--- src/nvm_prot_cfg.svh ---
// Purpose: constants for the nvm fault status and protection block
// Assumes: register indices are word indices; byte address is four times the index
// Notes:   all offsets, fields, reset values and sizes live here as macros
//
// Summary of operation
// double-bit ecc fault or read/command collision sets the double fault flag
// double fault flag clears only by writing one; zero leaves it alone
// with ignore bit clear, corrected single fault or collision sets single fault flag
// single fault flag clears only by writing one; zero leaves it alone
// parity errors set exactly one flag; both flags together mean a collision
// fault flags are stored one cycle after the array read
// reset sequence loads flash protection from the nonvolatile flash protection byte
// flash protection writes accepted only when the protected region does not shrink
// program or erase into protected flash or eeprom refused, violation flag set
// flash block erase refused while any flash sector in it is protected
// eeprom block erase refused while any eeprom sector is protected
// operation bit selects whether range bits define protected or unprotected ranges
// high range disable bit zero enables the region ending at the top address
// high range size field writable only while high range disable is set
// flash protection bit six reads one; other reserved bits read zero
// eeprom protection size may only grow while control is zero; control bit only goes one to zero
// eeprom control zero protects range sized by size field; one turns it off
// reset sequence loads eeprom control and size from the nonvolatile eeprom byte
// software unprotects the sector holding a protection byte before reprogramming it
// violation flag clears by writing one; while set, no command may launch
// fault status bits seven to two read zero; reset clears both fault flags
`ifndef NVM_PROT_CFG_SVH
`define NVM_PROT_CFG_SVH

`define REG_ADDR_W          8
`define IDX_NVM_CONFIG      8'h04
`define IDX_CMD_STATUS      8'h05
`define IDX_ECC_FAULT       8'h07
`define IDX_FLASH_PROT      8'h08
`define IDX_EEPROM_PROT     8'h09

`define BIT_IGNORE_SINGLE   0
`define BIT_PROT_VIOL       4
`define BIT_DOUBLE_FAULT    1
`define BIT_SINGLE_FAULT    0
`define BIT_FLASH_PROT_OP   7
`define BIT_FLASH_RSVD_ONE  6
`define BIT_HIGH_DISABLE    5
`define BIT_HIGH_SIZE_HI    4
`define BIT_HIGH_SIZE_LO    3
`define BIT_EEPROM_CTRL     7
`define BIT_EEPROM_SIZE_HI  1
`define BIT_EEPROM_SIZE_LO  0

`define FLASH_PROT_RST      8'h60
`define EEPROM_PROT_RST     8'h80
`define FLASH_TOP_ADDR      16'hffff
`define FLASH_BASE_ADDR     16'hc000
`define HIGH_UNIT_SIZE      17'h00200
`define EEPROM_UNIT_SIZE    16'h0020

`define AXI_RESP_OKAY       2'b00
`define AXI_RESP_SLVERR     2'b10

`endif

--- src/nvm_prot_pkg.sv ---
// Purpose: shared types and decode helpers for the nvm protection block
// Assumes: constants come from nvm_prot_cfg.svh
// Notes:   byte address of a register is its index times four
package nvm_prot_pkg;
  `include "nvm_prot_cfg.svh"

  typedef struct packed {
    logic                    en;
    logic [`REG_ADDR_W-1:0]  addr;
    logic [7:0]              data;
    logic                    lane0;
  } reg_wr_t;

  typedef struct packed {
    logic valid;
    logic single_fault;
    logic double_fault;
    logic collision;
  } array_read_t;

  typedef struct packed {
    logic        valid;
    logic        block_erase;
    logic        eeprom;
    logic [15:0] addr;
  } cmd_req_t;

  typedef struct packed {
    logic       prot_op;
    logic       high_disable;
    logic [1:0] high_size;
  } flash_prot_t;

  typedef struct packed {
    logic       control;
    logic [1:0] size;
  } eeprom_prot_t;

  typedef enum logic [2:0] {
    REG_NONE,
    REG_CONFIG,
    REG_CMD_STATUS,
    REG_ECC_FAULT,
    REG_FLASH_PROT,
    REG_EEPROM_PROT
  } reg_sel_t;

  function automatic logic [`REG_ADDR_W-1:0] idx_addr(input logic [7:0] idx);
    idx_addr = {idx[`REG_ADDR_W-3:0], 2'b00};
  endfunction

  function automatic reg_sel_t decode_reg(input logic [`REG_ADDR_W-1:0] a);
    if (a == idx_addr(`IDX_NVM_CONFIG))       decode_reg = REG_CONFIG;
    else if (a == idx_addr(`IDX_CMD_STATUS))  decode_reg = REG_CMD_STATUS;
    else if (a == idx_addr(`IDX_ECC_FAULT))   decode_reg = REG_ECC_FAULT;
    else if (a == idx_addr(`IDX_FLASH_PROT))  decode_reg = REG_FLASH_PROT;
    else if (a == idx_addr(`IDX_EEPROM_PROT)) decode_reg = REG_EEPROM_PROT;
    else                                      decode_reg = REG_NONE;
  endfunction

  function automatic logic [16:0] high_region_size(input logic [1:0] hs);
    high_region_size = `HIGH_UNIT_SIZE << hs;
  endfunction

  // amount of flash under protection, used to forbid shrinking writes
  function automatic logic [16:0] flash_prot_amount(input flash_prot_t p);
    logic [16:0] total;
    total = 17'(`FLASH_TOP_ADDR) - 17'(`FLASH_BASE_ADDR) + 17'h00001;
    if (p.prot_op)
      flash_prot_amount = p.high_disable ? 17'h00000 : high_region_size(p.high_size);
    else
      flash_prot_amount = p.high_disable ? total : total - high_region_size(p.high_size);
  endfunction
endpackage

--- src/axil_reg_port.sv ---
// Purpose: axi4-lite slave front end for the byte-wide register file
// Assumes: one write and one read outstanding at a time
// Notes:   address and data may arrive in either order; unmapped answers slverr
`timescale 1ns/1ps
module axil_reg_port
  import nvm_prot_pkg::*;
(
  input  wire logic                   clock_i,
  input  wire logic                   rst_n_i,
  input  wire logic [`REG_ADDR_W-1:0] awaddr_i,
  input  wire logic                   awvalid_i,
  output logic                        awready_o,
  input  wire logic [31:0]            wdata_i,
  input  wire logic [3:0]             wstrb_i,
  input  wire logic                   wvalid_i,
  output logic                        wready_o,
  output logic [1:0]                  bresp_o,
  output logic                        bvalid_o,
  input  wire logic                   bready_i,
  input  wire logic [`REG_ADDR_W-1:0] araddr_i,
  input  wire logic                   arvalid_i,
  output logic                        arready_o,
  output logic [31:0]                 rdata_o,
  output logic [1:0]                  rresp_o,
  output logic                        rvalid_o,
  input  wire logic                   rready_i,
  output reg_wr_t                     wr_o,
  output logic [`REG_ADDR_W-1:0]      rd_addr_o,
  input  wire logic [7:0]             rd_data_i
);
  logic                   aw_held_r;
  logic [`REG_ADDR_W-1:0] aw_addr_r;
  logic                   w_held_r;
  logic [7:0]             w_data_r;
  logic                   w_lane0_r;
  logic                   bvalid_r;
  logic [1:0]             bresp_r;
  logic                   rvalid_r;
  logic [31:0]            rdata_r;
  logic [1:0]             rresp_r;
  logic                   wr_fire;

  assign awready_o = !aw_held_r && !bvalid_r;
  assign wready_o  = !w_held_r && !bvalid_r;
  assign arready_o = !rvalid_r;
  assign wr_fire   = aw_held_r && w_held_r && !bvalid_r;
  assign bvalid_o  = bvalid_r;
  assign bresp_o   = bresp_r;
  assign rvalid_o  = rvalid_r;
  assign rdata_o   = rdata_r;
  assign rresp_o   = rresp_r;
  assign rd_addr_o = araddr_i;

  always_comb begin
    wr_o.en    = wr_fire && (decode_reg(aw_addr_r) != REG_NONE);
    wr_o.addr  = aw_addr_r;
    wr_o.data  = w_data_r;
    wr_o.lane0 = w_lane0_r;
  end

  always_ff @(posedge clock_i or negedge rst_n_i) begin
    if (!rst_n_i) begin
      aw_held_r <= 1'b0;
      aw_addr_r <= '0;
      w_held_r  <= 1'b0;
      w_data_r  <= 8'h00;
      w_lane0_r <= 1'b0;
    end else begin
      if (awvalid_i && awready_o) begin
        aw_held_r <= 1'b1;
        aw_addr_r <= awaddr_i;
      end else if (wr_fire) begin
        aw_held_r <= 1'b0;
      end
      if (wvalid_i && wready_o) begin
        w_held_r  <= 1'b1;
        w_data_r  <= wdata_i[7:0];
        w_lane0_r <= wstrb_i[0];
      end else if (wr_fire) begin
        w_held_r <= 1'b0;
      end
    end
  end

  always_ff @(posedge clock_i or negedge rst_n_i) begin
    if (!rst_n_i) begin
      bvalid_r <= 1'b0;
      bresp_r  <= `AXI_RESP_OKAY;
    end else if (wr_fire) begin
      bvalid_r <= 1'b1;
      bresp_r  <= (decode_reg(aw_addr_r) == REG_NONE) ? `AXI_RESP_SLVERR : `AXI_RESP_OKAY;
    end else if (bready_i) begin
      bvalid_r <= 1'b0;
    end
  end

  always_ff @(posedge clock_i or negedge rst_n_i) begin
    if (!rst_n_i) begin
      rvalid_r <= 1'b0;
      rdata_r  <= 32'h0000_0000;
      rresp_r  <= `AXI_RESP_OKAY;
    end else if (arvalid_i && arready_o) begin
      rvalid_r <= 1'b1;
      rdata_r  <= {24'h00_0000, rd_data_i};
      rresp_r  <= (decode_reg(araddr_i) == REG_NONE) ? `AXI_RESP_SLVERR : `AXI_RESP_OKAY;
    end else if (rready_i) begin
      rvalid_r <= 1'b0;
    end
  end
endmodule

--- src/prot_range_check.sv ---
// Purpose: decides whether a program or erase target is protected
// Assumes: flash addresses are global 16-bit, eeprom addresses are offsets
// Notes:   purely combinational; the low flash range is not modelled
`timescale 1ns/1ps
module prot_range_check
  import nvm_prot_pkg::*;
(
  input  wire flash_prot_t  flash_i,
  input  wire eeprom_prot_t eeprom_i,
  input  wire cmd_req_t     cmd_i,
  output logic              protected_o
);
  logic [16:0] high_lo;
  logic        in_high;
  logic        flash_sector_prot;
  logic        flash_any_prot;
  logic        ee_sector_prot;
  logic [16:0] ee_size;

  always_comb begin
    high_lo = 17'(`FLASH_TOP_ADDR) + 17'h00001 - high_region_size(flash_i.high_size);
    in_high = {1'b0, cmd_i.addr} >= high_lo;
    // high range only counts while its disable bit is zero
    if (flash_i.prot_op) begin
      flash_sector_prot = !flash_i.high_disable && in_high;
      flash_any_prot    = !flash_i.high_disable;
    end else begin
      flash_sector_prot = !(!flash_i.high_disable && in_high);
      flash_any_prot    = 1'b1;
    end
    ee_size        = 17'({`EEPROM_UNIT_SIZE} << eeprom_i.size);
    ee_sector_prot = !eeprom_i.control && ({1'b0, cmd_i.addr} < ee_size);
    if (cmd_i.eeprom)
      protected_o = cmd_i.block_erase ? !eeprom_i.control : ee_sector_prot;
    else
      protected_o = cmd_i.block_erase ? flash_any_prot : flash_sector_prot;
  end
endmodule

--- src/nvm_fault_status_and_protection.sv ---
// Purpose: ecc fault status, command protection check and protection registers
// Assumes: array read reports and command requests come from logic on clock_i
// Notes:   registers are reached over axi4-lite, one byte per aligned word
//
// The AXI4-Lite slave port was decided locally.
`timescale 1ns/1ps
module nvm_fault_status_and_protection
  import nvm_prot_pkg::*;
(
  input  wire logic                   clock_i,
  input  wire logic                   rst_n_i,
  input  wire logic [`REG_ADDR_W-1:0] s_axil_awaddr_i,
  input  wire logic                   s_axil_awvalid_i,
  output logic                        s_axil_awready_o,
  input  wire logic [31:0]            s_axil_wdata_i,
  input  wire logic [3:0]             s_axil_wstrb_i,
  input  wire logic                   s_axil_wvalid_i,
  output logic                        s_axil_wready_o,
  output logic [1:0]                  s_axil_bresp_o,
  output logic                        s_axil_bvalid_o,
  input  wire logic                   s_axil_bready_i,
  input  wire logic [`REG_ADDR_W-1:0] s_axil_araddr_i,
  input  wire logic                   s_axil_arvalid_i,
  output logic                        s_axil_arready_o,
  output logic [31:0]                 s_axil_rdata_o,
  output logic [1:0]                  s_axil_rresp_o,
  output logic                        s_axil_rvalid_o,
  input  wire logic                   s_axil_rready_i,
  input  wire array_read_t            array_read_i,
  input  wire logic                   nv_load_i,
  input  wire logic [7:0]             nv_flash_prot_byte_i,
  input  wire logic [7:0]             nv_eeprom_prot_byte_i,
  input  wire cmd_req_t               cmd_i,
  output logic                        cmd_accept_o,
  output logic                        cmd_refuse_o,
  output logic                        cmd_seq_blocked_o,
  output logic                        double_fault_flag_o,
  output logic                        single_fault_flag_o
);
  logic         rst_meta_r;
  logic         rst_sync_r;
  reg_wr_t      wr;
  logic [`REG_ADDR_W-1:0] rd_addr;
  logic [7:0]   rd_data;
  reg_sel_t     wr_sel;

  logic         ignore_single_fault_r;
  array_read_t  read_stage_r;
  logic         double_fault_flag_r;
  logic         single_fault_flag_r;
  logic         double_fault_nxt;
  logic         single_fault_nxt;
  logic         set_double;
  logic         set_single;
  logic         protection_violation_flag_r;
  logic         protection_violation_nxt;

  flash_prot_t  flash_prot_r;
  flash_prot_t  flash_prot_nxt;
  flash_prot_t  flash_wr_req;
  eeprom_prot_t eeprom_prot_r;
  eeprom_prot_t eeprom_prot_nxt;

  logic         target_protected;
  logic         cmd_refused;
  logic         cmd_blocked;
  logic         clr_wr_en;

  // reset is asserted at once but released in step with the clock
  always_ff @(posedge clock_i or negedge rst_n_i) begin
    if (!rst_n_i) begin
      rst_meta_r <= 1'b0;
      rst_sync_r <= 1'b0;
    end else begin
      rst_meta_r <= 1'b1;
      rst_sync_r <= rst_meta_r;
    end
  end

  axil_reg_port u_port (
    .clock_i   (clock_i),
    .rst_n_i   (rst_sync_r),
    .awaddr_i  (s_axil_awaddr_i),
    .awvalid_i (s_axil_awvalid_i),
    .awready_o (s_axil_awready_o),
    .wdata_i   (s_axil_wdata_i),
    .wstrb_i   (s_axil_wstrb_i),
    .wvalid_i  (s_axil_wvalid_i),
    .wready_o  (s_axil_wready_o),
    .bresp_o   (s_axil_bresp_o),
    .bvalid_o  (s_axil_bvalid_o),
    .bready_i  (s_axil_bready_i),
    .araddr_i  (s_axil_araddr_i),
    .arvalid_i (s_axil_arvalid_i),
    .arready_o (s_axil_arready_o),
    .rdata_o   (s_axil_rdata_o),
    .rresp_o   (s_axil_rresp_o),
    .rvalid_o  (s_axil_rvalid_o),
    .rready_i  (s_axil_rready_i),
    .wr_o      (wr),
    .rd_addr_o (rd_addr),
    .rd_data_i (rd_data)
  );

  prot_range_check u_check (
    .flash_i     (flash_prot_r),
    .eeprom_i    (eeprom_prot_r),
    .cmd_i       (cmd_i),
    .protected_o (target_protected)
  );

  // only byte lane 0 carries register bits; other lanes are ignored
  assign clr_wr_en = wr.en && wr.lane0;
  assign wr_sel    = decode_reg(wr.addr);

  always_comb begin
    rd_data = 8'h00;
    case (decode_reg(rd_addr))
      REG_CONFIG: begin
        rd_data[`BIT_IGNORE_SINGLE] = ignore_single_fault_r;
      end
      REG_CMD_STATUS: begin
        rd_data[`BIT_PROT_VIOL] = protection_violation_flag_r;
      end
      REG_ECC_FAULT: begin
        rd_data[`BIT_DOUBLE_FAULT] = double_fault_flag_r;
        rd_data[`BIT_SINGLE_FAULT] = single_fault_flag_r;
      end
      REG_FLASH_PROT: begin
        rd_data[`BIT_FLASH_PROT_OP]                      = flash_prot_r.prot_op;
        rd_data[`BIT_FLASH_RSVD_ONE]                     = 1'b1;
        rd_data[`BIT_HIGH_DISABLE]                       = flash_prot_r.high_disable;
        rd_data[`BIT_HIGH_SIZE_HI:`BIT_HIGH_SIZE_LO]     = flash_prot_r.high_size;
      end
      REG_EEPROM_PROT: begin
        rd_data[`BIT_EEPROM_CTRL]                        = eeprom_prot_r.control;
        rd_data[`BIT_EEPROM_SIZE_HI:`BIT_EEPROM_SIZE_LO] = eeprom_prot_r.size;
      end
      default: begin
        rd_data = 8'h00;
      end
    endcase
  end

  always_ff @(posedge clock_i or negedge rst_sync_r) begin
    if (!rst_sync_r) begin
      ignore_single_fault_r <= 1'b0;
    end else if (clr_wr_en && wr_sel == REG_CONFIG) begin
      ignore_single_fault_r <= wr.data[`BIT_IGNORE_SINGLE];
    end
  end

  // one stage between the read report and the flags
  always_ff @(posedge clock_i or negedge rst_sync_r) begin
    if (!rst_sync_r) begin
      read_stage_r <= '0;
    end else begin
      read_stage_r <= array_read_i;
    end
  end

  always_comb begin
    set_double = 1'b0;
    set_single = 1'b0;
    if (read_stage_r.valid) begin
      if (read_stage_r.collision) begin
        set_double = 1'b1;
        set_single = !ignore_single_fault_r;
      end else if (read_stage_r.double_fault) begin
        set_double = 1'b1;
      end else if (read_stage_r.single_fault) begin
        set_single = !ignore_single_fault_r;
      end
    end
  end

  // a fault landing in the clearing cycle survives the clear
  always_comb begin
    double_fault_nxt = double_fault_flag_r;
    single_fault_nxt = single_fault_flag_r;
    if (clr_wr_en && wr_sel == REG_ECC_FAULT) begin
      if (wr.data[`BIT_DOUBLE_FAULT])
        double_fault_nxt = 1'b0;
      if (wr.data[`BIT_SINGLE_FAULT])
        single_fault_nxt = 1'b0;
    end
    if (set_double)
      double_fault_nxt = 1'b1;
    if (set_single)
      single_fault_nxt = 1'b1;
  end

  always_ff @(posedge clock_i or negedge rst_sync_r) begin
    if (!rst_sync_r) begin
      double_fault_flag_r <= 1'b0;
      single_fault_flag_r <= 1'b0;
    end else begin
      double_fault_flag_r <= double_fault_nxt;
      single_fault_flag_r <= single_fault_nxt;
    end
  end

  assign double_fault_flag_o = double_fault_flag_r;
  assign single_fault_flag_o = single_fault_flag_r;

  // command gate: a pending violation blocks every launch
  assign cmd_blocked       = protection_violation_flag_r;
  assign cmd_refused       = cmd_i.valid && !cmd_blocked && target_protected;
  assign cmd_accept_o      = cmd_i.valid && !cmd_blocked && !target_protected;
  assign cmd_refuse_o      = cmd_i.valid && (cmd_blocked || target_protected);
  assign cmd_seq_blocked_o = cmd_blocked;

  always_comb begin
    protection_violation_nxt = protection_violation_flag_r;
    if (clr_wr_en && wr_sel == REG_CMD_STATUS && wr.data[`BIT_PROT_VIOL])
      protection_violation_nxt = 1'b0;
    if (cmd_refused)
      protection_violation_nxt = 1'b1;
  end

  always_ff @(posedge clock_i or negedge rst_sync_r) begin
    if (!rst_sync_r) begin
      protection_violation_flag_r <= 1'b0;
    end else begin
      protection_violation_flag_r <= protection_violation_nxt;
    end
  end

  // size bits only move while the high range is switched off
  always_comb begin
    flash_wr_req.prot_op      = wr.data[`BIT_FLASH_PROT_OP];
    flash_wr_req.high_disable = wr.data[`BIT_HIGH_DISABLE];
    flash_wr_req.high_size    = flash_prot_r.high_disable ?
                                wr.data[`BIT_HIGH_SIZE_HI:`BIT_HIGH_SIZE_LO] :
                                flash_prot_r.high_size;
    flash_prot_nxt = flash_prot_r;
    if (nv_load_i) begin
      flash_prot_nxt.prot_op      = nv_flash_prot_byte_i[`BIT_FLASH_PROT_OP];
      flash_prot_nxt.high_disable = nv_flash_prot_byte_i[`BIT_HIGH_DISABLE];
      flash_prot_nxt.high_size    = nv_flash_prot_byte_i[`BIT_HIGH_SIZE_HI:`BIT_HIGH_SIZE_LO];
    end else if (clr_wr_en && wr_sel == REG_FLASH_PROT &&
                 flash_prot_amount(flash_wr_req) >= flash_prot_amount(flash_prot_r)) begin
      flash_prot_nxt = flash_wr_req;
    end
  end

  // control bit only falls; size only grows while protection is on
  always_comb begin
    eeprom_prot_nxt = eeprom_prot_r;
    if (nv_load_i) begin
      eeprom_prot_nxt.control = nv_eeprom_prot_byte_i[`BIT_EEPROM_CTRL];
      eeprom_prot_nxt.size    = nv_eeprom_prot_byte_i[`BIT_EEPROM_SIZE_HI:`BIT_EEPROM_SIZE_LO];
    end else if (clr_wr_en && wr_sel == REG_EEPROM_PROT) begin
      eeprom_prot_nxt.control = eeprom_prot_r.control & wr.data[`BIT_EEPROM_CTRL];
      if (eeprom_prot_r.control ||
          wr.data[`BIT_EEPROM_SIZE_HI:`BIT_EEPROM_SIZE_LO] > eeprom_prot_r.size)
        eeprom_prot_nxt.size = wr.data[`BIT_EEPROM_SIZE_HI:`BIT_EEPROM_SIZE_LO];
    end
  end

  always_ff @(posedge clock_i or negedge rst_sync_r) begin
    if (!rst_sync_r) begin
      flash_prot_r.prot_op      <= 1'(`FLASH_PROT_RST >> `BIT_FLASH_PROT_OP);
      flash_prot_r.high_disable <= 1'b1;
      flash_prot_r.high_size    <= 2'h0;
      eeprom_prot_r.control     <= 1'b1;
      eeprom_prot_r.size        <= 2'h0;
    end else begin
      flash_prot_r  <= flash_prot_nxt;
      eeprom_prot_r <= eeprom_prot_nxt;
    end
  end
endmodule

--- config.mk ---
export PLATFORM = sky130hd
export DESIGN_NAME = nvm_fault_status_and_protection
export DESIGN_NICKNAME = d
export VERILOG_FILES = /design/src/nvm_prot_pkg.sv /design/src/axil_reg_port.sv /design/src/prot_range_check.sv /design/src/nvm_fault_status_and_protection.sv
export VERILOG_INCLUDE_DIRS = /design/src /design/src/src
export SDC_FILE = /design/constraint.sdc
export NUM_CORES = 1
export LEC_CHECK = 0
export ABC_AREA = 1
export BUFFER_PORTS_ARGS = -buffer_cell sky130_fd_sc_hd__buf_2
export CORE_MARGIN = 3
export CORE_UTILIZATION = 44
export CTS_CLUSTER_SIZE = 20
export DETAILED_ROUTE_END_ITERATION = 7
export PLACE_DENSITY = 0.85
export SYNTH_ARGS = -nofsm -noshare
export SYNTH_HDL_FRONTEND = slang
export SYNTH_HIERARCHICAL = 1
export SYNTH_SLANG_ARGS = --single-unit
--- constraint.sdc ---
create_clock -name clock_i -period 2.1 [get_ports clock_i]
set_input_delay 0.21 -clock clock_i [delete_from_list [all_inputs] [get_ports clock_i]]
set_output_delay 0.21 -clock clock_i [all_outputs]
set_load 0.005 [all_outputs]
==> results of run 1 <==
[layout by cell type, fill, tap and decap left out, drive strengths merged, types with 3 or more instances in the layout]
cell type / instances
clkbuf: 5
conb: 29
nor3: 6
a21oi: 17
o21ai: 20
nor2: 43
inv: 69
nand4: 7
ha: 20
o211ai: 3
buf: 101
nand2: 140
nand3: 36
dfrtp: 44
clkinv: 4
[worst max-delay path by stage]
stage | startpoint | end | cells after the start
finish | flash_prot_r[1]$_DFFE_PN0P_ | cmd_accept_o | 15
global route | flash_prot_r[1]$_DFFE_PN0P_ | cmd_refuse_o | 17
CTS | flash_prot_r[1]$_DFFE_PN0P_ | cmd_refuse_o | 17
detailed placement | flash_prot_r[0]$_DFFE_PN0P_ | cmd_accept_o | 15
global placement | flash_prot_r[0]$_DFFE_PN0P_ | cmd_refuse_o | 15
floorplan | flash_prot_r[1]$_DFFE_PN0P_ | cmd_refuse_o | 16
[power breakdown]
part	internal, mW	switching [mW]
Clock	0.235	0.310
Sequential	1.12	0.219
Combinational	0.735	1.03
[layer usage]
layer,up-vias,global-route usage (%),wire [um]
met4,0,6.59,196
met2,110,31.4,3650
met5,-,0,0
li1,1580,-,-
met1,1403,20.3,3120
met3,19,3.57,516
[timing repair]
| item | in CTS | in global routing |
|---|---|---|
| hold endpoints to repair | 2 | 1 |
| pin swaps | 9 | 9 |
| gates resized for setup | 17 | 15 |
| hold buffers | 1 | 1 |
| endpoints found under the setup margin | 7 | 7 |
| cloned | 0 | 0 |
| setup buffers | 2 | 3 |
[cell type report]
cell class / instances / area [um2]
fill: 678 / 3000
inverter: 70 / 264
sequential: 46 / 1160
tap: 96 / 120
clock inverter: 3 / 18.8
clock buffer: 5 / 68.8
timing repair buffer: 103 / 586
multi-input combinational: 332 / 1810
[worst register-to-register path: stages, from the launching register on]
cell and delay [ns]:
dfrtp_2 0.43, or2_4 0.25, ha_4 0.26, inv_2 0.04, ha_4 0.26, nand3_2 0.05, nor2_1 0.10, nand3_1 0.10
nand4_1 0.13, nand2_1 0.07, nand2_1 0.07, nand3_2 0.06, nand2_1 0.07, nand2_2 0.07, inv_2 0.06, nor3_1 0.05
a21oi_1 0.12, inv_1 0.05
[sequential cells by signal (all words and copies together) (netlist names), 3 cells and up]
name and flops:
u_port/w_data_r 6, flash_prot_r 4, eeprom_prot_r 3, u_port/rdata_o 8, read_stage_r 4, u_port/aw_addr_r 8
==> summary.md, run 1 <==
| Metric | Value |
|---|---|
| Setup Skew | `0.0136 ns` |
| Layout cells sized above 1 | `29.3%` |
| Design Power | `3.65 mW` |
| Post-Syn Area | `3300 um2` |
| Synth Area per Inst | `7.11 um2` |
| Outcome | `finished, violations left` |
| Violated checks | `setup timing` |
| Critical path launch point type | `flop` |
| Core Region | `7020 um2` |
| Largest net degree at the start of global routing | `20` |
| Die area | `8580 um2` |
| Synth warn | `6` |
| Initial DRC Count | `153` |
| ANT cells | `0` |
| Max-cap violations | `0` |
| Setup TNS | `-1.55 ns` |
| Antenna violations before repair | `0` |
| Vias in the first global route | `2928` |
| Clock transition at path regs | `0.08 ns` |
| Routed vias/inst | `4.75` |
| Peak supply drop | `0.000593 V` |
| Total number of vias | `3112` |
| Reg2reg path depth | `17` |
| DRC | `0` |
| Fmax | `0.368 GHz` |
| Cell Chain, Critical Path | `or2_4, ha_4, inv_2, ha_4, nand3_2, nor2_1, nand3_1, nand4_1, nand2_1, nand2_1, nand3_2, nand2_1, nand2_2, nor3_2, buf_2` |
| Final std cells w/o fill | `655` |
| WHS Endpoint | `read_stage_r[0]$_DFF_PN0_` |
| CP Capture Type | `output port` |
| RSZ-0062 raised after global routing | `true` |
| Crit path kind | `flop to output port` |
| Crit path DAT | `2.50 ns` |
| P_leak | `2.30 nW` |
| Hold path start | `array_read_i[0]` |
| Global-route wire length before repair | `12300 um` |
| Cell mode on critical path | `nand2_1` |
| Hold Vio Cnt, Final | `0` |
| Post-placement cell count | `640` |
| CP max FO | `4` |
| Core Util, Final | `57.3%` |
| ANT nets after route | `0` |
| DP Area | `3770 um2` |
| Die Y | `92.6 um` |
| R2r endpoint | `cmd_seq_blocked_o$_DFFE_PN0P_` |
| Pwr dens | `908 nW/um2` |
| Mapped Cells | `464` |
| Routability Congestion | `0.875` |
| IO Port Bufs | `80` |
| DPL Wire Length | `5980 um` |
| Final Instance Area | `4020 um2` |
| CP peak stage delay | `0.43 ns` |
| FF-to-FF Start | `flash_prot_r[1]$_DFFE_PN0P_` |
| Slew headroom | `65.5%` |
| Clock Path Buffers | `2` |
| Initial core utilization | `47.0%` |
| Cts bufs inserted | `5` |
| R2R setup slack | `-0.24 ns` |
| GR Util All Layers | `17.5%` |
| Tmin final | `2.71 ns` |
| Worst-Skew Late Latency | `0.31 ns` |
| Pre-antenna DRT Iters | `4` |
| I/O pin cnt | `145` |
| Buf/Inv on CP | `2` |
| Total grt overflow | `0` |
| Worst Max-Slew Pin Slew | `0.516 ns` |
| Std cell rows | `30` |
| TritonCTS sink count | `46` |
| Slowest stage cell, crit path | `dfrtp_2` |
| Clk root buf | `clkbuf_8` |
| Worst endpoint required time | `1.89 ns` |
| Setup-failing EPs final | `7` |
| Final Slew Violations | `0` |
| NumNets Final | `677` |
| DP Worst Slack | `-0.308 ns` |
| Die W | `92.6 um` |
| Top delay family on crit path | `simple AND/OR/NAND/NOR gates` |
| H-tree Lvls | `2` |
| Period utilization | `129%` |
| Worst hold path stage count | `1` |
| Final wirelength | `7490 um` |
| CTS tree | `done` |
| Final hold slack | `0.0258 ns` |
| WL per Instance | `11.4 um` |
| Final worst slack | `-0.614 ns` |
| Worst hold path class | `input port to flop` |
| P&R area growth vs syn | `21.8%` |
(Power assumes the default switching activity.)
==> inputs of run 2 (changes only) <==
- CTS_BUF_LIST: not set -> sky130_fd_sc_hd__clkbuf_16
==> run 2 against run 1 <==
  * The flow still finishes with violations (setup timing)
  * First-iteration DRC count stayed put
  * Power is 7.4% higher
  * Clock skew is 0.0039 ns lower
  * Sequential power hardly changed
  * Register-to-register slack better by 0.02 ns
  * Maximum frequency is 0.86% higher
  * Worst setup slack better by 0.023 ns
  * Die area stayed put
  * Largest cell class unchanged
==> summary.md, run 2 (synthesis results as in run 1) <==
| Metric | Value |
|---|---|
| Outcome | `finished, violations left` |
| Violated checks | `setup timing` |
| CP max FO | `4 (unchanged)` |
| Final wirelength | `7580 um (+1.2%)` |
| WL per Instance | `11.6 um (+1.4%)` |
| Clk root buf | `clkbuf_16` |
| Tmin final | `2.69 ns (-0.0230 ns)` |
| Critical path launch point type | `flop` |
| Die W | `92.6 um (unchanged)` |
| FILL cells | `660 (-2.7%)` |
| Global-route met1 utilization | `20.7% (+0.35 points)` |
| Std cell rows | `30 (unchanged)` |
| Peak supply drop | `0.000634 V (+6.9%)` |
| GR Util All Layers | `17.9% (+0.41 points)` |
| Final Slew Violations | `0 (unchanged)` |
| Sequential share of power | `34.2% (-2.5 points)` |
| M2 GR Usage | `32.2% (+0.79 points)` |
| DRC | `0 (unchanged)` |
| DPL Wire Length | `5980 um (unchanged)` |
| Die Y | `92.6 um (unchanged)` |
| Global-route wire length before repair | `12600 um (+2.0%)` |
| Design Power | `3.92 mW (+7.4%)` |
| CP Capture Type | `output port` |
| Clock Path Buffers | `2 (unchanged)` |
| Fmax | `0.372 GHz (+0.86%)` |
| H-tree Lvls | `2 (unchanged)` |
| Clk pwr share | `20.0% (+5.1 points)` |
| Internal | `2.32 mW (+11%)` |
| Initial DRC Count | `153 (unchanged)` |
| Worst Max-Slew Pin Slew | `0.516 ns (-0.000167 ns)` |
| CTS tree | `done` |
| Combinational power share | `45.8% (-2.6 points)` |
| Max-cap violations | `0 (unchanged)` |
| Clock transition at path regs | `0.06 ns (-0.02 ns)` |
| DP Area | `3770 um2 (unchanged)` |
| Pre-antenna DRT Iters | `4 (unchanged)` |
| Pwr dens | `965 nW/um2 (+6.3%)` |
| Routability Congestion | `0.875 (unchanged)` |
| M3 GR Usage | `4.31% (+0.73 points)` |
| Switching share of power | `40.9% (-1.9 points)` |
| Worst hold path class | `input port to flop` |
| Setup Skew | `0.00972 ns (-0.00391 ns)` |
| Vias in the first global route | `2931 (+0.10%)` |
| Worst endpoint required time | `1.89 ns (about the same)` |
| GRT busiest layer | `met2` |
| IO Port Bufs | `80 (unchanged)` |
| TritonCTS sink count | `46 (unchanged)` |
| Antenna violations before repair | `0 (unchanged)` |
| Core Region | `7020 um2 (unchanged)` |
| Total number of vias | `3105 (-0.22%)` |
| Slew headroom | `65.5% (about the same)` |
| P&R area growth vs syn | `23.1%` |
| Final worst slack | `-0.591 ns (+0.0230 ns)` |
| Worst-Skew Late Latency | `0.29 ns (-0.02 ns)` |
| Commonest non-fill, non-tap cell in the layout | `nand2_1` |
| RSZ-0062 raised after global routing | `true` |
| Setup-failing EPs final | `6 (-1)` |
| Cts bufs inserted | `5 (unchanged)` |
| Period utilization | `128% (-1.1 points)` |
| Total grt overflow | `0 (unchanged)` |
| ANT cells | `0 (unchanged)` |
| Layout cells sized above 1 | `29.2% (-0.13 points)` |
| Routed vias/inst | `4.75 (about the same)` |
| Most frequent cells in the layout | `nand2_1 (128), buf_2 (80), inv_1 (62)` |
| Initial core utilization | `47.0% (unchanged)` |
| Die area | `8580 um2 (unchanged)` |
| ANT nets after route | `0 (unchanged)` |
| NumNets Final | `676 (-0.15%)` |
| I/O pin cnt | `145 (unchanged)` |
| Final Instance Area | `4060 um2 (+1.1%)` |
| P_sw | `1.60 mW (+2.7%)` |
| Crit path DAT | `2.48 ns (-0.02 ns)` |
| Hold Vio Cnt, Final | `0 (unchanged)` |
| P_leak | `2.32 nW (+0.89%)` |
| Crit path kind | `flop to output port` |
| Largest net degree at the start of global routing | `20 (unchanged)` |
-- run 2: final timing paths --
check | from | end | slack, ns | cells after the start
max | flash_prot_r[1]$_DFFE_PN0P_ | cmd_accept_o | -0.59 | 15
max reg2reg | flash_prot_r[1]$_DFFE_PN0P_ | cmd_seq_blocked_o$_DFFE_PN0P_ | -0.22 | 17
min reg2reg | rst_sync_r$_DFF_PN0_ | single_fault_flag_o$_DFFE_PN0P_ | 0.17 | 0
min in group asynchronous | rst_sync_r$_DFF_PN0_ | single_fault_flag_o$_DFFE_PN0P_ | 0.17 | 0
max in group asynchronous | rst_sync_r$_DFF_PN0_ | u_port/aw_addr_r[0]$_DFFE_PN0P_ | 1.35 | 1
min | array_read_i[2] | read_stage_r[2]$_DFF_PN0_ | 0.03 | 1
-- run 2: critical path, cell delays in order (launching register included) --
cell and delay, ns:
dfrtp_2 0.42, or2_4 0.25, ha_4 0.26, inv_2 0.04, ha_4 0.26, nand3_2 0.05, nor2_1 0.10, nand3_1 0.10
nand4_1 0.13, nand2_1 0.06, nand2_1 0.07, nand3_2 0.06, nand2_1 0.07, nand2_2 0.07, nor3_2 0.11, buf_2 0.14
-- run 2: power groups by stage --
stage / registers [mW] / clock network (mW) / logic (mW)
6_report: 1.34 / 0.783 / 1.80
5_1_grt: 1.39 / 0.839 / 2.07
4_1_cts: 1.34 / 0.791 / 1.70
3_5_place_dp: 1.35 / 0 / 1.62
3_3_place_gp: 1.34 / 0 / 1.53
2_1_floorplan: 1.33 / 0 / 1.17
-- run 2: final cells by class --
type / count / area (um2) / area share (%)
well taps: 96 / 120 / 2.96
flip-flops and latches: 46 / 1160 / 28.4
multi-input cells: 332 / 1810 / 44.5
clock buffers: 5 / 125 / 3.08
clock inverters: 3 / 18.8 / 0.462
inverters: 70 / 264 / 6.50
repair buffers: 102 / 572 / 14.1
-- run 2: stage by stage --
step           utilization (%)  hold WS, ns  cells  setup TNS (ns)  setup slack [ns]
6_report                  57.9       0.0259    654           -1.48            -0.591
5_1_grt                   57.9       0.0171    654           -2.54            -0.726
4_1_cts                   56.8       0.0253    651           -1.29            -0.560
3_5_place_dp              53.7     -0.00100    640           -1.02            -0.308
3_3_place_gp              53.7     -0.00270    640          -0.696            -0.259
2_1_floorplan                -      -0.0856    489          -0.238           -0.0858
-- run 2: repair_timing --
| action | 4_1_cts | 5_1_grt |
|---|---|---|
| endpoints found under the hold margin | 2 | 0 |
| hold buffers | 1 | 0 |
| setup endpoints to repair | 7 | 7 |
| buffers inserted | 2 | 3 |
| resized for setup | 18 | 13 |
| gates cloned | 0 | 0 |
| pin swaps | 9 | 9 |
-- run 2: per-layer routing --
metal	vias up	part of all wire [%]
met1	1394	42
met3	15	7.4
met2	115	49
met5	-	0
li1	1581	-
met4	0	1.9
==> inputs of run 3 (changes only) <==
- ABC_AREA: 1 -> not set
- CORE_UTILIZATION: 44 -> 43
- PLACE_DENSITY: 0.85 -> 0.84
==> run 3 against run 2 <==
  * Hold slack gained 0.0030 ns
  * Count of clock-buffer cells in the layout unchanged
  * Synthesized area fell by 4.2%
  * Power fell by 2.8%
  * Clock skew decreased by 0.0032 ns
  * The flow still finishes with violations (setup timing)
  * Sequential share of layout area rose by 0.18 points
  * Critical endpoint is now cmd_refuse_o
  * Critical path type unchanged
  * Largest cell class unchanged
  * First-iteration DRC count is 16% lower
  * Via count shrank 17%
  * Combinational power decreased by 8%
==> summary.md, run 3 <==
| Metric | Value |
|---|---|
| Outcome | `finished, violations left` |
| Violated checks | `setup timing` |
| FILL cells | `573 (-13%)` |
| Worst endpoint required time | `1.89 ns (about the same)` |
| Routability Congestion | `0.817 (-6.6%)` |
| H-tree Lvls | `2 (unchanged)` |
| Crit path kind | `flop to output port` |
| Most frequent cells in the layout | `buf_2 (80), dfrtp_1 (42), buf_4 (35)` |
| Hold Vio Cnt, Final | `0 (unchanged)` |
| Max-cap violations | `0 (unchanged)` |
| Peak supply drop | `0.000806 V (+27%)` |
| RSZ-0062 raised after global routing | `true` |
| Synth Area per Inst | `10.3 um2 (+45%)` |
| Final worst slack | `-0.835 ns (-0.244 ns)` |
| Die W | `91.8 um (-0.93%)` |
| Final Instance Area | `4040 um2 (-0.62%)` |
| Global-route wire length before repair | `12000 um (-4.2%)` |
| I/O pin cnt | `145 (unchanged)` |
| Area occupied by multi-input gates | `1860 um2 (+2.8%)` |
| TritonCTS sink count | `46 (unchanged)` |
| Pwr dens | `944 nW/um2 (-2.2%)` |
| DP Area | `3780 um2 (+0.20%)` |
| Reg area | `1160 um2 (unchanged)` |
| Period utilization | `140% (+12 points)` |
| GR Util All Layers | `17.7% (-0.16 points)` |
| CP Capture Type | `output port` |
| Setup Skew | `0.00649 ns (-0.00323 ns)` |
| Tmin final | `2.93 ns (+0.244 ns)` |
| Largest net degree at the start of global routing | `45 (+130%)` |
| ANT nets after route | `0 (unchanged)` |
| Die Y | `91.8 um (-0.93%)` |
| CP max FO | `4 (unchanged)` |
| Pre-antenna DRT Iters | `4 (unchanged)` |
| Critical path launch point type | `flop` |
| CTS tree | `done` |
| Crit path DAT | `2.72 ns (+0.24 ns)` |
| Final wirelength | `7470 um (-1.4%)` |
| Antenna violations before repair | `0 (unchanged)` |
| Final Slew Violations | `0 (unchanged)` |
| DRC | `0 (unchanged)` |
| Layout cells sized above 1 | `43.1% (+14 points)` |
| Buf/Inv on CP | `2 (unchanged)` |
| Setup TNS | `-4.18 ns (-2.70 ns)` |
| Die area | `8420 um2 (-1.8%)` |
| WL per Instance | `14.6 um (+26%)` |
| Commonest non-fill, non-tap cell in the layout | `buf_2` |
| Fmax | `0.341 GHz (-8.3%)` |
| IO Port Bufs | `80 (unchanged)` |
| Routed vias/inst | `5.05 (+6.3%)` |
| Cell Chain, Critical Path | `or2_4, ha_4, inv_2, ha_4, and3_4, o21a_1, o311ai_4, a211oi_2, nor3_2, o21a_1, buf_2` |
| Core Region | `6940 um2 (-1.1%)` |
| Worst Max-Slew Pin Slew | `0.555 ns (+0.0391 ns)` |
| Cts bufs inserted | `5 (unchanged)` |
| Initial core utilization | `45.5% (-1.5 points)` |
| Vias in the first global route | `2618 (-11%)` |
| Initial DRC Count | `128 (-16%)` |
| Core Util, Final | `58.2% (+0.27 points)` |
| Setup-failing EPs final | `7 (+1)` |
| Clock Path Buffers | `2 (unchanged)` |
| Total grt overflow | `0 (unchanged)` |
| Final std cells w/o fill | `511 (-22%)` |
| Post-placement cell count | `500 (-22%)` |
| Total number of vias | `2578 (-17%)` |
| Mapped Cells | `307 (-34%)` |
| Clk root buf | `clkbuf_16` |
| ANT cells | `0 (unchanged)` |
| Worst-Skew Late Latency | `0.28 ns (about the same)` |
| Worst hold path class | `input port to flop` |
| Std cell rows | `30 (unchanged)` |
| Clock transition at path regs | `0.06 ns (about the same)` |
| Synth warn | `6 (unchanged)` |
| Slowest stage cell, crit path | `dfrtp_2` |
| CP peak stage delay | `0.42 ns (about the same)` |
| NumNets Final | `533 (-21%)` |
| Slew headroom | `63.0% (-2.5 points)` |
| Top delay family on crit path | `compound AO/OA/AOI/OAI gates` |
| P_leak | `2.00 nW (-14%)` |
| Post-Syn Area | `3160 um2 (-4.2%)` |
| DPL Wire Length | `5820 um (-2.7%)` |
| P&R area growth vs syn | `27.7%` |
run 3: layout make-up:
| type | instances | share of cell area (%) |
|---|---|---|
| clock inverters | 3 | 0.929 |
| flip-flops and latches | 46 | 28.6 |
| multi-input cells | 229 | 46.0 |
| well taps | 96 | 2.97 |
| inverters | 15 | 1.39 |
| repair buffers | 117 | 16.9 |
| clock buffers | 5 | 3.10 |
run 3: metal layers:
layer	wire, um	vias to the layer above	global-route usage (%)
li1	-	1244	-
met3	556	15	4.10
met4	130	0	5.20
met5	0	-	0
met2	3840	99	32.1
met1	2950	1220	20.7
run 3: where the power goes:
part           total [mW]  internal (mW)  switching [mW]
Sequential           1.29           1.10           0.188
Combinational        1.65          0.930           0.723
Clock               0.868          0.553           0.315
Total                3.81           2.59            1.23
run 3: worst paths after layout:
kind                                                   from                             to  slack [ns]  depth (start not counted)
worst max register to register  flash_prot_r[1]$_DFFE_PN0P_  cmd_seq_blocked_o$_DFFE_PN0P_       -0.59                         12
max in group asynchronous              rst_sync_r$_DFF_PN0_    flash_prot_r[1]$_DFFE_PN0P_        1.35                          1
worst min-delay path                        array_read_i[0]      read_stage_r[0]$_DFF_PN0_        0.03                          1
worst min register to register         rst_sync_r$_DFF_PN0_      read_stage_r[0]$_DFF_PN0_        0.34                          1
worst max-delay path            flash_prot_r[1]$_DFFE_PN0P_                   cmd_refuse_o       -0.83                         11
min in group asynchronous                           rst_n_i           rst_sync_r$_DFF_PN0_        0.24                          2
run 3: timing repair:
| item | in CTS | in global routing |
|---|---|---|
| resized for setup | 8 | 9 |
| setup endpoints to repair | 9 | 11 |
| pin swaps | 14 | 3 |
| hold buffers | 1 | 0 |
| gates cloned | 0 | 0 |
| endpoints found under the hold margin | 2 | 0 |
| buffers inserted | 3 | 0 |
run 3: metrics by stage:
stage               worst slack, ns  total power [mW]  hold slack (ns)
floorplan                    -0.623              2.33          -0.0856
global placement             -0.552              2.79         -0.00570
detailed placement           -0.602              2.87         -0.00113
CTS                          -0.757              3.81           0.0213
global route                 -0.915              4.05           0.0232
finish                       -0.835              3.81           0.0289
